$ cat config.mk
export PLATFORM = sky130hd
export DESIGN_NAME = port_function_mux
export DESIGN_NICKNAME = d
export VERILOG_FILES = /design/src/pin_sync.v /design/src/pin_irq_bit.v /design/src/port_function_mux.v
export VERILOG_INCLUDE_DIRS = /design/src /design/src/pkg
export SDC_FILE = /design/constraint.sdc
export NUM_CORES = 1
export LEC_CHECK = 0
export ABC_CLOCK_PERIOD_IN_PS = 1830
export BUFFER_PORTS_ARGS = -buffer_cell sky130_fd_sc_hd__buf_2
export CORE_MARGIN = 2
export CORE_UTILIZATION = 50
export DETAILED_ROUTE_END_ITERATION = 8
export MAX_ROUTING_LAYER = met4
export PLACE_DENSITY = 0.85
export SYNTH_ARGS = -nofsm -noshare
export SYNTH_HDL_FRONTEND = slang
export SYNTH_HIERARCHICAL = 1
export SYNTH_SLANG_ARGS = --single-unit
$ cat constraint.sdc
create_clock -name clk_i -period 1.83 [get_ports clk_i]
set_input_delay 0.183 -clock clk_i [delete_from_list [all_inputs] [get_ports clk_i]]
set_output_delay 0.183 -clock clk_i [all_outputs]
set_load 0.02 [all_outputs]
$ cat src/pkg/port_mux_regs.vh
// constants for the 8-bit port function mux
// assumes a single system clock and synchronous active-high reset
//
// Function
// - pin output enable follows the direction bit only, never the peripheral
// - bit 0 input feeds timer external clock; peripheral output is ground
// - bit 1 drives compare out zero; input feeds capture zero alt A
// - bit 2 drives compare out one; input feeds capture one alt A
// - bit 3 drives compare out two; input feeds capture two alt A
// - bit 4 drives subsystem peripheral clock; input feeds nothing
// - bit 5 drives compare out zero; input feeds nothing
// - bit 6 drives compare out one; input feeds nothing
// - bit 7 drives compare out two; input feeds nothing
// - each bit has output, input, irq enable, flag, edge select bits
`ifndef PORT_MUX_REGS_VH
`define PORT_MUX_REGS_VH

// ==========================================
// widths and reset values
`define PORT_WIDTH       8
`define PORT_RST_VAL     8'h00
`define PORT_OE_OFF      8'hFF
`define EDGE_RISE        1'b0
`define EDGE_FALL        1'b1

// ==========================================
// peripheral output source codes, 2 bits each, plus the bit index of the clock pin
`define SRC_GND          2'h0
`define SRC_CMP0         2'h1
`define SRC_CMP1         2'h2
`define SRC_CMP2         2'h3
`define SRC_SUBSYSTEM_PERIPHERAL_CLOCK_BIT    4

`endif

$ cat src/pin_sync.v
// two-flop synchroniser plus previous-level register for edge detection
// assumes pins are sampled on clk_i with enable ce_i
`timescale 1ns/1ps
module pin_sync #(
  parameter W = 8
) (
  input  wire         clk_i,
  input  wire         sys_rst_i,
  input  wire         ce_i,
  input  wire [W-1:0] pin_i,
  output wire [W-1:0] level_o,
  output wire [W-1:0] prev_o
);
  reg [W-1:0] meta_r;
  reg [W-1:0] sync_r;
  reg [W-1:0] prev_r;

  always @(posedge clk_i) begin
    if (sys_rst_i) begin
      meta_r <= {W{1'b0}};
      sync_r <= {W{1'b0}};
      prev_r <= {W{1'b0}};
    end else if (ce_i) begin
      meta_r <= pin_i;
      sync_r <= meta_r;
      prev_r <= sync_r;
    end
  end

  assign level_o = sync_r;
  assign prev_o  = prev_r;
endmodule // pin_sync

$ cat src/pin_irq_bit.v
// one port bit's interrupt flag with selectable edge
// assumes synchronised level and previous level inputs
`timescale 1ns/1ps
`include "port_mux_regs.vh"
module pin_irq_bit (
  input  wire clk_i,
  input  wire sys_rst_i,
  input  wire ce_i,
  input  wire level_i,
  input  wire prev_i,
  input  wire edge_sel_i,
  input  wire flag_clr_i,
  input  wire flag_set_i,
  output wire flag_o
);
  reg  flag_r;
  wire hit;

  assign hit = (edge_sel_i == `EDGE_FALL) ? (prev_i & ~level_i) : (~prev_i & level_i);

  always @(posedge clk_i) begin
    if (sys_rst_i) begin
      flag_r <= 1'b0;
    end else if (ce_i) begin
      // set wins over clear so a same-cycle edge is kept
      if (hit | flag_set_i) begin
        flag_r <= 1'b1;
      end else if (flag_clr_i) begin
        flag_r <= 1'b0;
      end
    end
  end

  assign flag_o = flag_r;
endmodule // pin_irq_bit

$ cat src/port_function_mux.v
// 8-bit port: per-bit function mux, direction, input sync, edge interrupts
// assumes control bits come from a cpu register file as plain levels;
// timer and clock signals are synchronous to clk_i
`timescale 1ns/1ps
`include "port_mux_regs.vh"
module port_function_mux #(
  parameter W = `PORT_WIDTH
) (
  input  wire         clk_i,
  input  wire         sys_rst_i,
  input  wire         ce_i,
  input  wire [W-1:0] pin_function_select_i,
  input  wire [W-1:0] pin_direction_bit_i,
  input  wire [W-1:0] pin_output_bit_i,
  input  wire [W-1:0] pin_irq_enable_i,
  input  wire [W-1:0] pin_irq_edge_select_i,
  input  wire [W-1:0] pin_irq_flag_clr_i,
  input  wire [W-1:0] pin_irq_flag_set_i,
  input  wire         timer_compare_out_zero_i,
  input  wire         timer_compare_out_one_i,
  input  wire         timer_compare_out_two_i,
  input  wire         subsystem_peripheral_clock_i,
  input  wire [W-1:0] pad_in_i,
  output wire [W-1:0] pad_out_o,
  output wire [W-1:0] pad_oe_n_o,
  output wire [W-1:0] pin_input_bit_o,
  output wire [W-1:0] pin_irq_flag_o,
  output wire         port_irq_o,
  output wire         timer_external_clock_in_o,
  output wire         timer_capture_in_zero_alt_a_o,
  output wire         timer_capture_in_one_alt_a_o,
  output wire         timer_capture_in_two_alt_a_o
);

  // ==========================================
  // peripheral source per bit
  function [1:0] bit_source;
    input integer idx;
    begin
      case (idx % 4)
        0:       bit_source = `SRC_GND;
        1:       bit_source = `SRC_CMP0;
        2:       bit_source = `SRC_CMP1;
        default: bit_source = `SRC_CMP2;
      endcase
    end
  endfunction

  // ==========================================
  // which pins hand their input on to the timer
  // spelled out bit by bit so a new pin map only edits this table
  function bit_feeds_timer;
    input integer idx;
    begin
      if (idx == 0) begin
        bit_feeds_timer = 1'b1;
      end else if (idx == 1) begin
        bit_feeds_timer = 1'b1;
      end else if (idx == 2) begin
        bit_feeds_timer = 1'b1;
      end else if (idx == 3) begin
        bit_feeds_timer = 1'b1;
      end else if (idx == 4) begin
        bit_feeds_timer = 1'b0;
      end else if (idx == 5) begin
        bit_feeds_timer = 1'b0;
      end else if (idx == 6) begin
        bit_feeds_timer = 1'b0;
      end else if (idx == 7) begin
        bit_feeds_timer = 1'b0;
      end else begin
        bit_feeds_timer = 1'b0;
      end
    end
  endfunction

  wire [W-1:0] level;
  wire [W-1:0] prev;
  wire [W-1:0] periph_out;
  wire [W-1:0] drive_mux;
  wire [W-1:0] tmr_route;
  wire [W-1:0] irq_hit;
  reg  [W-1:0] pad_out_r;
  reg  [W-1:0] pad_oe_n_r;
  reg  [W-1:0] pad_out_nxt;
  reg  [W-1:0] pad_oe_n_nxt;
  reg  [3:0]   tmr_in_r;
  reg  [3:0]   tmr_in_nxt;
  reg          irq_r;

  // ==========================================
  // input synchroniser
  pin_sync #(
    .W (W)
  ) u_sync (
    .clk_i     (clk_i),
    .sys_rst_i (sys_rst_i),
    .ce_i      (ce_i),
    .pin_i     (pad_in_i),
    .level_o   (level),
    .prev_o    (prev)
  );

  assign pin_input_bit_o = level;

  // ==========================================
  // per-bit peripheral selection and flags
  genvar g;
  generate
    for (g = 0; g < W; g = g + 1) begin : g_bit
      if (g == `SRC_SUBSYSTEM_PERIPHERAL_CLOCK_BIT) begin : g_clk
        assign periph_out[g] = subsystem_peripheral_clock_i;
      end else if (bit_source(g) == `SRC_CMP0) begin : g_c0
        assign periph_out[g] = timer_compare_out_zero_i;
      end else if (bit_source(g) == `SRC_CMP1) begin : g_c1
        assign periph_out[g] = timer_compare_out_one_i;
      end else if (bit_source(g) == `SRC_CMP2) begin : g_c2
        assign periph_out[g] = timer_compare_out_two_i;
      end else begin : g_gnd
        assign periph_out[g] = 1'b0;
      end

      pin_irq_bit u_irq (
        .clk_i      (clk_i),
        .sys_rst_i  (sys_rst_i),
        .ce_i       (ce_i),
        .level_i    (level[g]),
        .prev_i     (prev[g]),
        .edge_sel_i (pin_irq_edge_select_i[g]),
        .flag_clr_i (pin_irq_flag_clr_i[g]),
        .flag_set_i (pin_irq_flag_set_i[g]),
        .flag_o     (pin_irq_flag_o[g])
      );
    end
  endgenerate

  // ==========================================
  // pad drive and timer input routing
  generate
    for (g = 0; g < W; g = g + 1) begin : g_route
      assign drive_mux[g] = pin_function_select_i[g] ? periph_out[g] : pin_output_bit_i[g];

      if (bit_feeds_timer(g)) begin : g_tmr
        assign tmr_route[g] = level[g] & pin_function_select_i[g];
      end else begin : g_none
        assign tmr_route[g] = 1'b0;
      end

      assign irq_hit[g] = pin_irq_flag_o[g] & pin_irq_enable_i[g];
    end
  endgenerate

  always @* begin
    pad_out_nxt  = drive_mux;
    pad_oe_n_nxt = ~pin_direction_bit_i;
    // gated by select so an idle timer input stays low
    tmr_in_nxt   = tmr_route[3:0];
  end

  // ==========================================
  // pad value register
  // registered outputs trade one cycle of latency for glitch-free pads
  always @(posedge clk_i) begin
    if (sys_rst_i) begin
      pad_out_r <= `PORT_RST_VAL;
    end else if (ce_i) begin
      pad_out_r <= pad_out_nxt;
    end
  end

  // ==========================================
  // pad enable register
  // all pads released at reset so nothing fights the board
  always @(posedge clk_i) begin
    if (sys_rst_i) begin
      pad_oe_n_r <= `PORT_OE_OFF;
    end else if (ce_i) begin
      pad_oe_n_r <= pad_oe_n_nxt;
    end
  end

  // ==========================================
  // timer input register
  always @(posedge clk_i) begin
    if (sys_rst_i) begin
      tmr_in_r <= 4'h0;
    end else if (ce_i) begin
      tmr_in_r <= tmr_in_nxt;
    end
  end

  // ==========================================
  // interrupt request register
  // one cycle behind the flags; cheaper than a wide or-tree on the pin
  always @(posedge clk_i) begin
    if (sys_rst_i) begin
      irq_r <= 1'b0;
    end else if (ce_i) begin
      irq_r <= |irq_hit;
    end
  end

  // ==========================================
  // outputs
  assign pad_out_o                     = pad_out_r;
  assign pad_oe_n_o                    = pad_oe_n_r;
  assign port_irq_o                    = irq_r;
  assign timer_external_clock_in_o     = tmr_in_r[0];
  assign timer_capture_in_zero_alt_a_o = tmr_in_r[1];
  assign timer_capture_in_one_alt_a_o  = tmr_in_r[2];
  assign timer_capture_in_two_alt_a_o  = tmr_in_r[3];

endmodule // port_function_mux

---- Word level (Yosys, flattened, before mapping) ----
Index checks and enable logic that the tools add are counted.
storage, ports and cells
  register bits ........................... 53
  output and inout port bits .............. 37
cells by class
  muxes and demuxes ....................... 32
  bitwise operators ....................... 53
  reduce and logical (&&, ||, !) cells .... 17
operators by type and width
  operator            count
  $mux W1             32
  $and A1 B1 Y1       28
  $not A1 Y1          16
  $reduce_and A2 Y1   8
  $reduce_bool A2 Y1  8
  $not A8 Y8          1
  $or A1 B1 Y1        8
  $reduce_or A8 Y1    1

---- Logic depth before layout (Yosys ltp) ----
  depth in word-level cells ............... 6
  mapped depth ............................ 4
  gate-level depth less buffers ........... 3

---- By module ----
The synthesis kept the hierarchy.
by module, submodules not included
  module             instances  cells each  area an instance (um^2)  seq. area each (um^2)
  port_function_mux  1          93          945.9                    420.4
  pin_sync           1          77          869.6                    480.5
  pin_irq_bit        8          6           65.1                     20.0

---- Worst setup path before layout ----
No wires, ideal clock.
  path kind ............................... reg2reg
  start ................................... register g_bit[5].u_irq.flag_r
  end ..................................... register irq_r, in the netlist port_irq_o
  setup time .............................. 0.140 ns
  arrival ................................. 0.974 ns
  data required time ...................... 1.690 ns
  slack ................................... 0.716 ns
  stages on the path, launching flop included .. 4
  clock period less this slack ............ 1.114 ns
  path through ............................ dfxtp_1 a22o_1 a221oi_1 a311oi_2
between the ends
  cells in the longest elaborated chain, start to end .. 2
RTL lines
  item                      line                     source
  start: declaration        pin_irq_bit.v:16         reg flag_r;
  start signal: assignment  pin_irq_bit.v:23         flag_r <= 1'b0;
  start signal: assignment  pin_irq_bit.v:27         flag_r <= 1'b1;
  start signal: assignment  pin_irq_bit.v:29         flag_r <= 1'b0;
  $and A1 B1 Y1             port_function_mux.v:149  assign irq_hit[g] = pin_irq_flag_o[g] & pin_irq_enable_i[g];
  $reduce_or A8 Y1          port_function_mux.v:199  irq_r <= |irq_hit;
  end signal: assignment    port_function_mux.v:199
  end: declaration          port_function_mux.v:89   reg irq_r;
Every way passes these cells.
A chain may end at the register's enable or synchronous reset.

---- Worst setup path in the final report ----
  start ................................... register g_bit[6].u_irq.flag_r
  end ..................................... register irq_r, in the netlist port_irq_o
between the ends
  cells in the longest elaborated chain, start to end .. 2
RTL lines
  item                      line
  start: declaration        pin_irq_bit.v:16
  start signal: assignment  pin_irq_bit.v:23
  start signal: assignment  pin_irq_bit.v:27
  start signal: assignment  pin_irq_bit.v:29
  $and A1 B1 Y1             port_function_mux.v:149
  $reduce_or A8 Y1          port_function_mux.v:199
Every way passes these cells.

==> metrics.cfg <==
[run_status]
outcome=finished clean

[detailed_routing]
remaining_drc_errors=0
via_per_inst=5.27
ant_nets=0
wire_per_inst_um=12.9
wirelength_um=4900
firstDrtPassIters=4
drt_iter0_markers=49
vias=2001

[clock_tree]
cts.sinks=53
clock_path_buffers=2
cts-hold-fix-buffers=0
ctsResizeCount=0
cts_buffers=5
tritoncts=done
htree_levels=2
clk_pin_slew_ns=0.09
postCtsSetupBuffers=0
cts-root-buf=clkbuf_8
clock_latency_ns=0.30

[synthesis]
synth_edf_count=0
syn_area_sq_um=2340
ys.flop_type=dfxtp_1
synth_nets=289
ys_top_cells_by_area=dfxtp_1 45%, mux2i_1 13%, nor2_1 5.0%
yosys.area.top_type=dfxtp_1
synth_cell_type_count=27
yosysMostFrequentCell=dfxtp_1
ys_seq_area_frac=0.454
synth_common_cells=53 x dfxtp_1, 31 x mux2i_1, 31 x nor2_1
synth_top_cell_area_share=0.454
synth-seq-cells=53
netlist_instances=218
yosys_warnings=6
synthArstFlopShare=0
avgSynthCellArea_sq_um=10.7

[sta]
rsz0062_at_grt=false
worstMarginPinSlew_ns=0.565
timing.final.crit_share=0.628
timing.fmax_ghz=0.870
post-route-min-period_ns=1.15
worst_slew_margin_rel=0.623
skew_ns=0.00426
final.setup.tns_ns=0
hold_viol=0
finalSetupViolCount=0
slew_violations=0

[cells_and_area]
final_util=0.671
area_delta_synth_final_pct=26.9
fin_area_sq_um=2960
insertedDiodeCount=0
drive_gt1_frac=0.436
fin_nets=399

[pwr]
ir_drop_v=0.000471
pwr_density_cell_nw_per_um2=764
leakage_nw=1.40
p_total_mw=2.27

[place]
place_hpwl_um=3700
gp_congestion=0.732
io_buffer_count=107
placed_area_sq_um=2880

[worst_setup_path]
cp-endpoint=port_irq_o$_SDFFE_PP0P_
slowest_stage=dfxtp_1
cp_max_fo=4
end_kind=register
startpoint=g_bit[6].u_irq/flag_o$_SDFFE_PP0P_
path_buf_inv=0
r2r_start=g_bit[6].u_irq/flag_o$_SDFFE_PP0P_
crit_required_ns=2.00
cp.depth=3
worstRegToRegCells=3
reg2reg_to=port_irq_o$_SDFFE_PP0P_
path_cells=a22o_1 > a221oi_1 > a311oi_2
slowest_delay_ns=0.36
reg2reg_slack_ns=0.68
worst_setup_path_start_kind=register
cp_top_family=compound AO/OA/AOI/OAI gates
criticalPathCategory=register to register
arrival_ns=1.32

[min_path]
min_path_type=input pin to register
hold_start=pin_irq_flag_set_i[1]

[flow_run]
cap_violations=0

[global_routing]
overflow=0
grt_pass1_wl_um=7710
grt_max_degree=35
grt_usage=0.191
grt_pass1_vias=1759
antenna_found_initial=0

[die]
core_area_sq_um=4410
initial_core_util=0.529
die-area_sq_um=5230
ios=108
rows=24
dieWidth_um=72.4
die_h_um=72.4

==> worst reg2reg max path, stage by stage, from the launching register on <==
cell and delay [ns]:
dfxtp_1 0.36, a22o_1 0.20, a221oi_1 0.31, a311oi_2 0.15
==> cells in the final DEF, fill, tap and decap left out <==
master | netlist | routed
buf_2 | 1 | 106
dfxtp_1 | 53 | 53
mux2i_1 | 31 | 31
nor2_1 | 31 | 31
nand2b_1 | 13 | 13
a21boi_1 | 9 | 9
nand2_1 | 8 | 8
o21ai_0 | 8 | 8
nor3b_1 | 8 | 8
and3b_1 | 8 | 8
o21ba_2 | 8 | 8
o41a_1 | 8 | 8
buf_4 | 2 | 8
a211oi_2 | 7 | 7
clkbuf_8 | 0 | 6
nand3_2 | 3 | 3
a21oi_2 | 3 | 3
a21oi_1 | 2 | 2
nand3b_1 | 1 | 1
nand3_1 | 1 | 1
a222oi_1 | 1 | 1
a22o_1 | 1 | 1
a221oi_1 | 1 | 1
nor2_2 | 1 | 1
a311oi_2 | 1 | 1
clkbuf_1 | 3 | 1
==> layout make-up <==
| class | instances | area, sq um |
|---|---|---|
| clock buffers | 7 | 86.3 |
| fillers | 374 | 1450 |
| multi-input cells | 154 | 1160 |
| flip-flops and latches | 53 | 1060 |
| well taps | 52 | 65.1 |
| repair buffers | 114 | 591 |
==> per-layer routing <==
layer  vias up  wire length [um]  part of all wire  GRT usage
li1       1010                 -                 -          -
met1       911              2290              0.47      0.231
met2        74              2190              0.45      0.317
met3         6               378             0.077     0.0458
met4         0                35            0.0071     0.0566
met5         -                 0                 0          -
==> flip-flops by register name, indices dropped and copies added (netlist names) <==
name and count:
g_bit.u_irq/flag_o 8, pad_oe_n_o 8, pad_out_o 8, u_sync/level_o 8, u_sync/meta_r 8, u_sync/prev_o 8
tmr_in_r 4, port_irq_o 1
==> per-stage QoR <==
step | instances | worst slack (ns) | hold slack, ns
floorplan | 218 | 0.716 | 0.255
global placement | 373 | 0.614 | 0.414
detailed placement | 373 | 0.580 | 0.418
CTS | 380 | 0.648 | 0.0956
global route | 380 | 0.604 | 0.0982
finish | 380 | 0.681 | 0.109
==> power by group <==
part / switching [mW] / total (mW) / internal (mW)
sequential: 0.0380 / 1.25 / 1.21
clock: 0.347 / 0.647 / 0.301
combinational: 0.190 / 0.372 / 0.182
==> worst min path at each step <==
stage / to / cells past startpoint
floorplan: u_sync/level_o[7]$_SDFFE_PP0P_ / 1
global placement: g_bit[4].u_irq/flag_o$_SDFFE_PP0P_ / 2
detailed placement: g_bit[1].u_irq/flag_o$_SDFFE_PP0P_ / 2
CTS: g_bit[1].u_irq/flag_o$_SDFFE_PP0P_ / 2
global route: g_bit[7].u_irq/flag_o$_SDFFE_PP0P_ / 2
finish: g_bit[1].u_irq/flag_o$_SDFFE_PP0P_ / 2
==> kinds of logic (layout without fill, tap and decap cells) <==
group,count (synthesis),in the layout,share of synthesized area
and+or+nand+nor,74,74,0.174
DFF,53,53,0.454
AOI/OAI and AO/OA,49,49,0.190
buffers and inverters,11,121,0.0487
muxes,31,31,0.133
No activity file was read; power rests on OpenSTA's default activity.
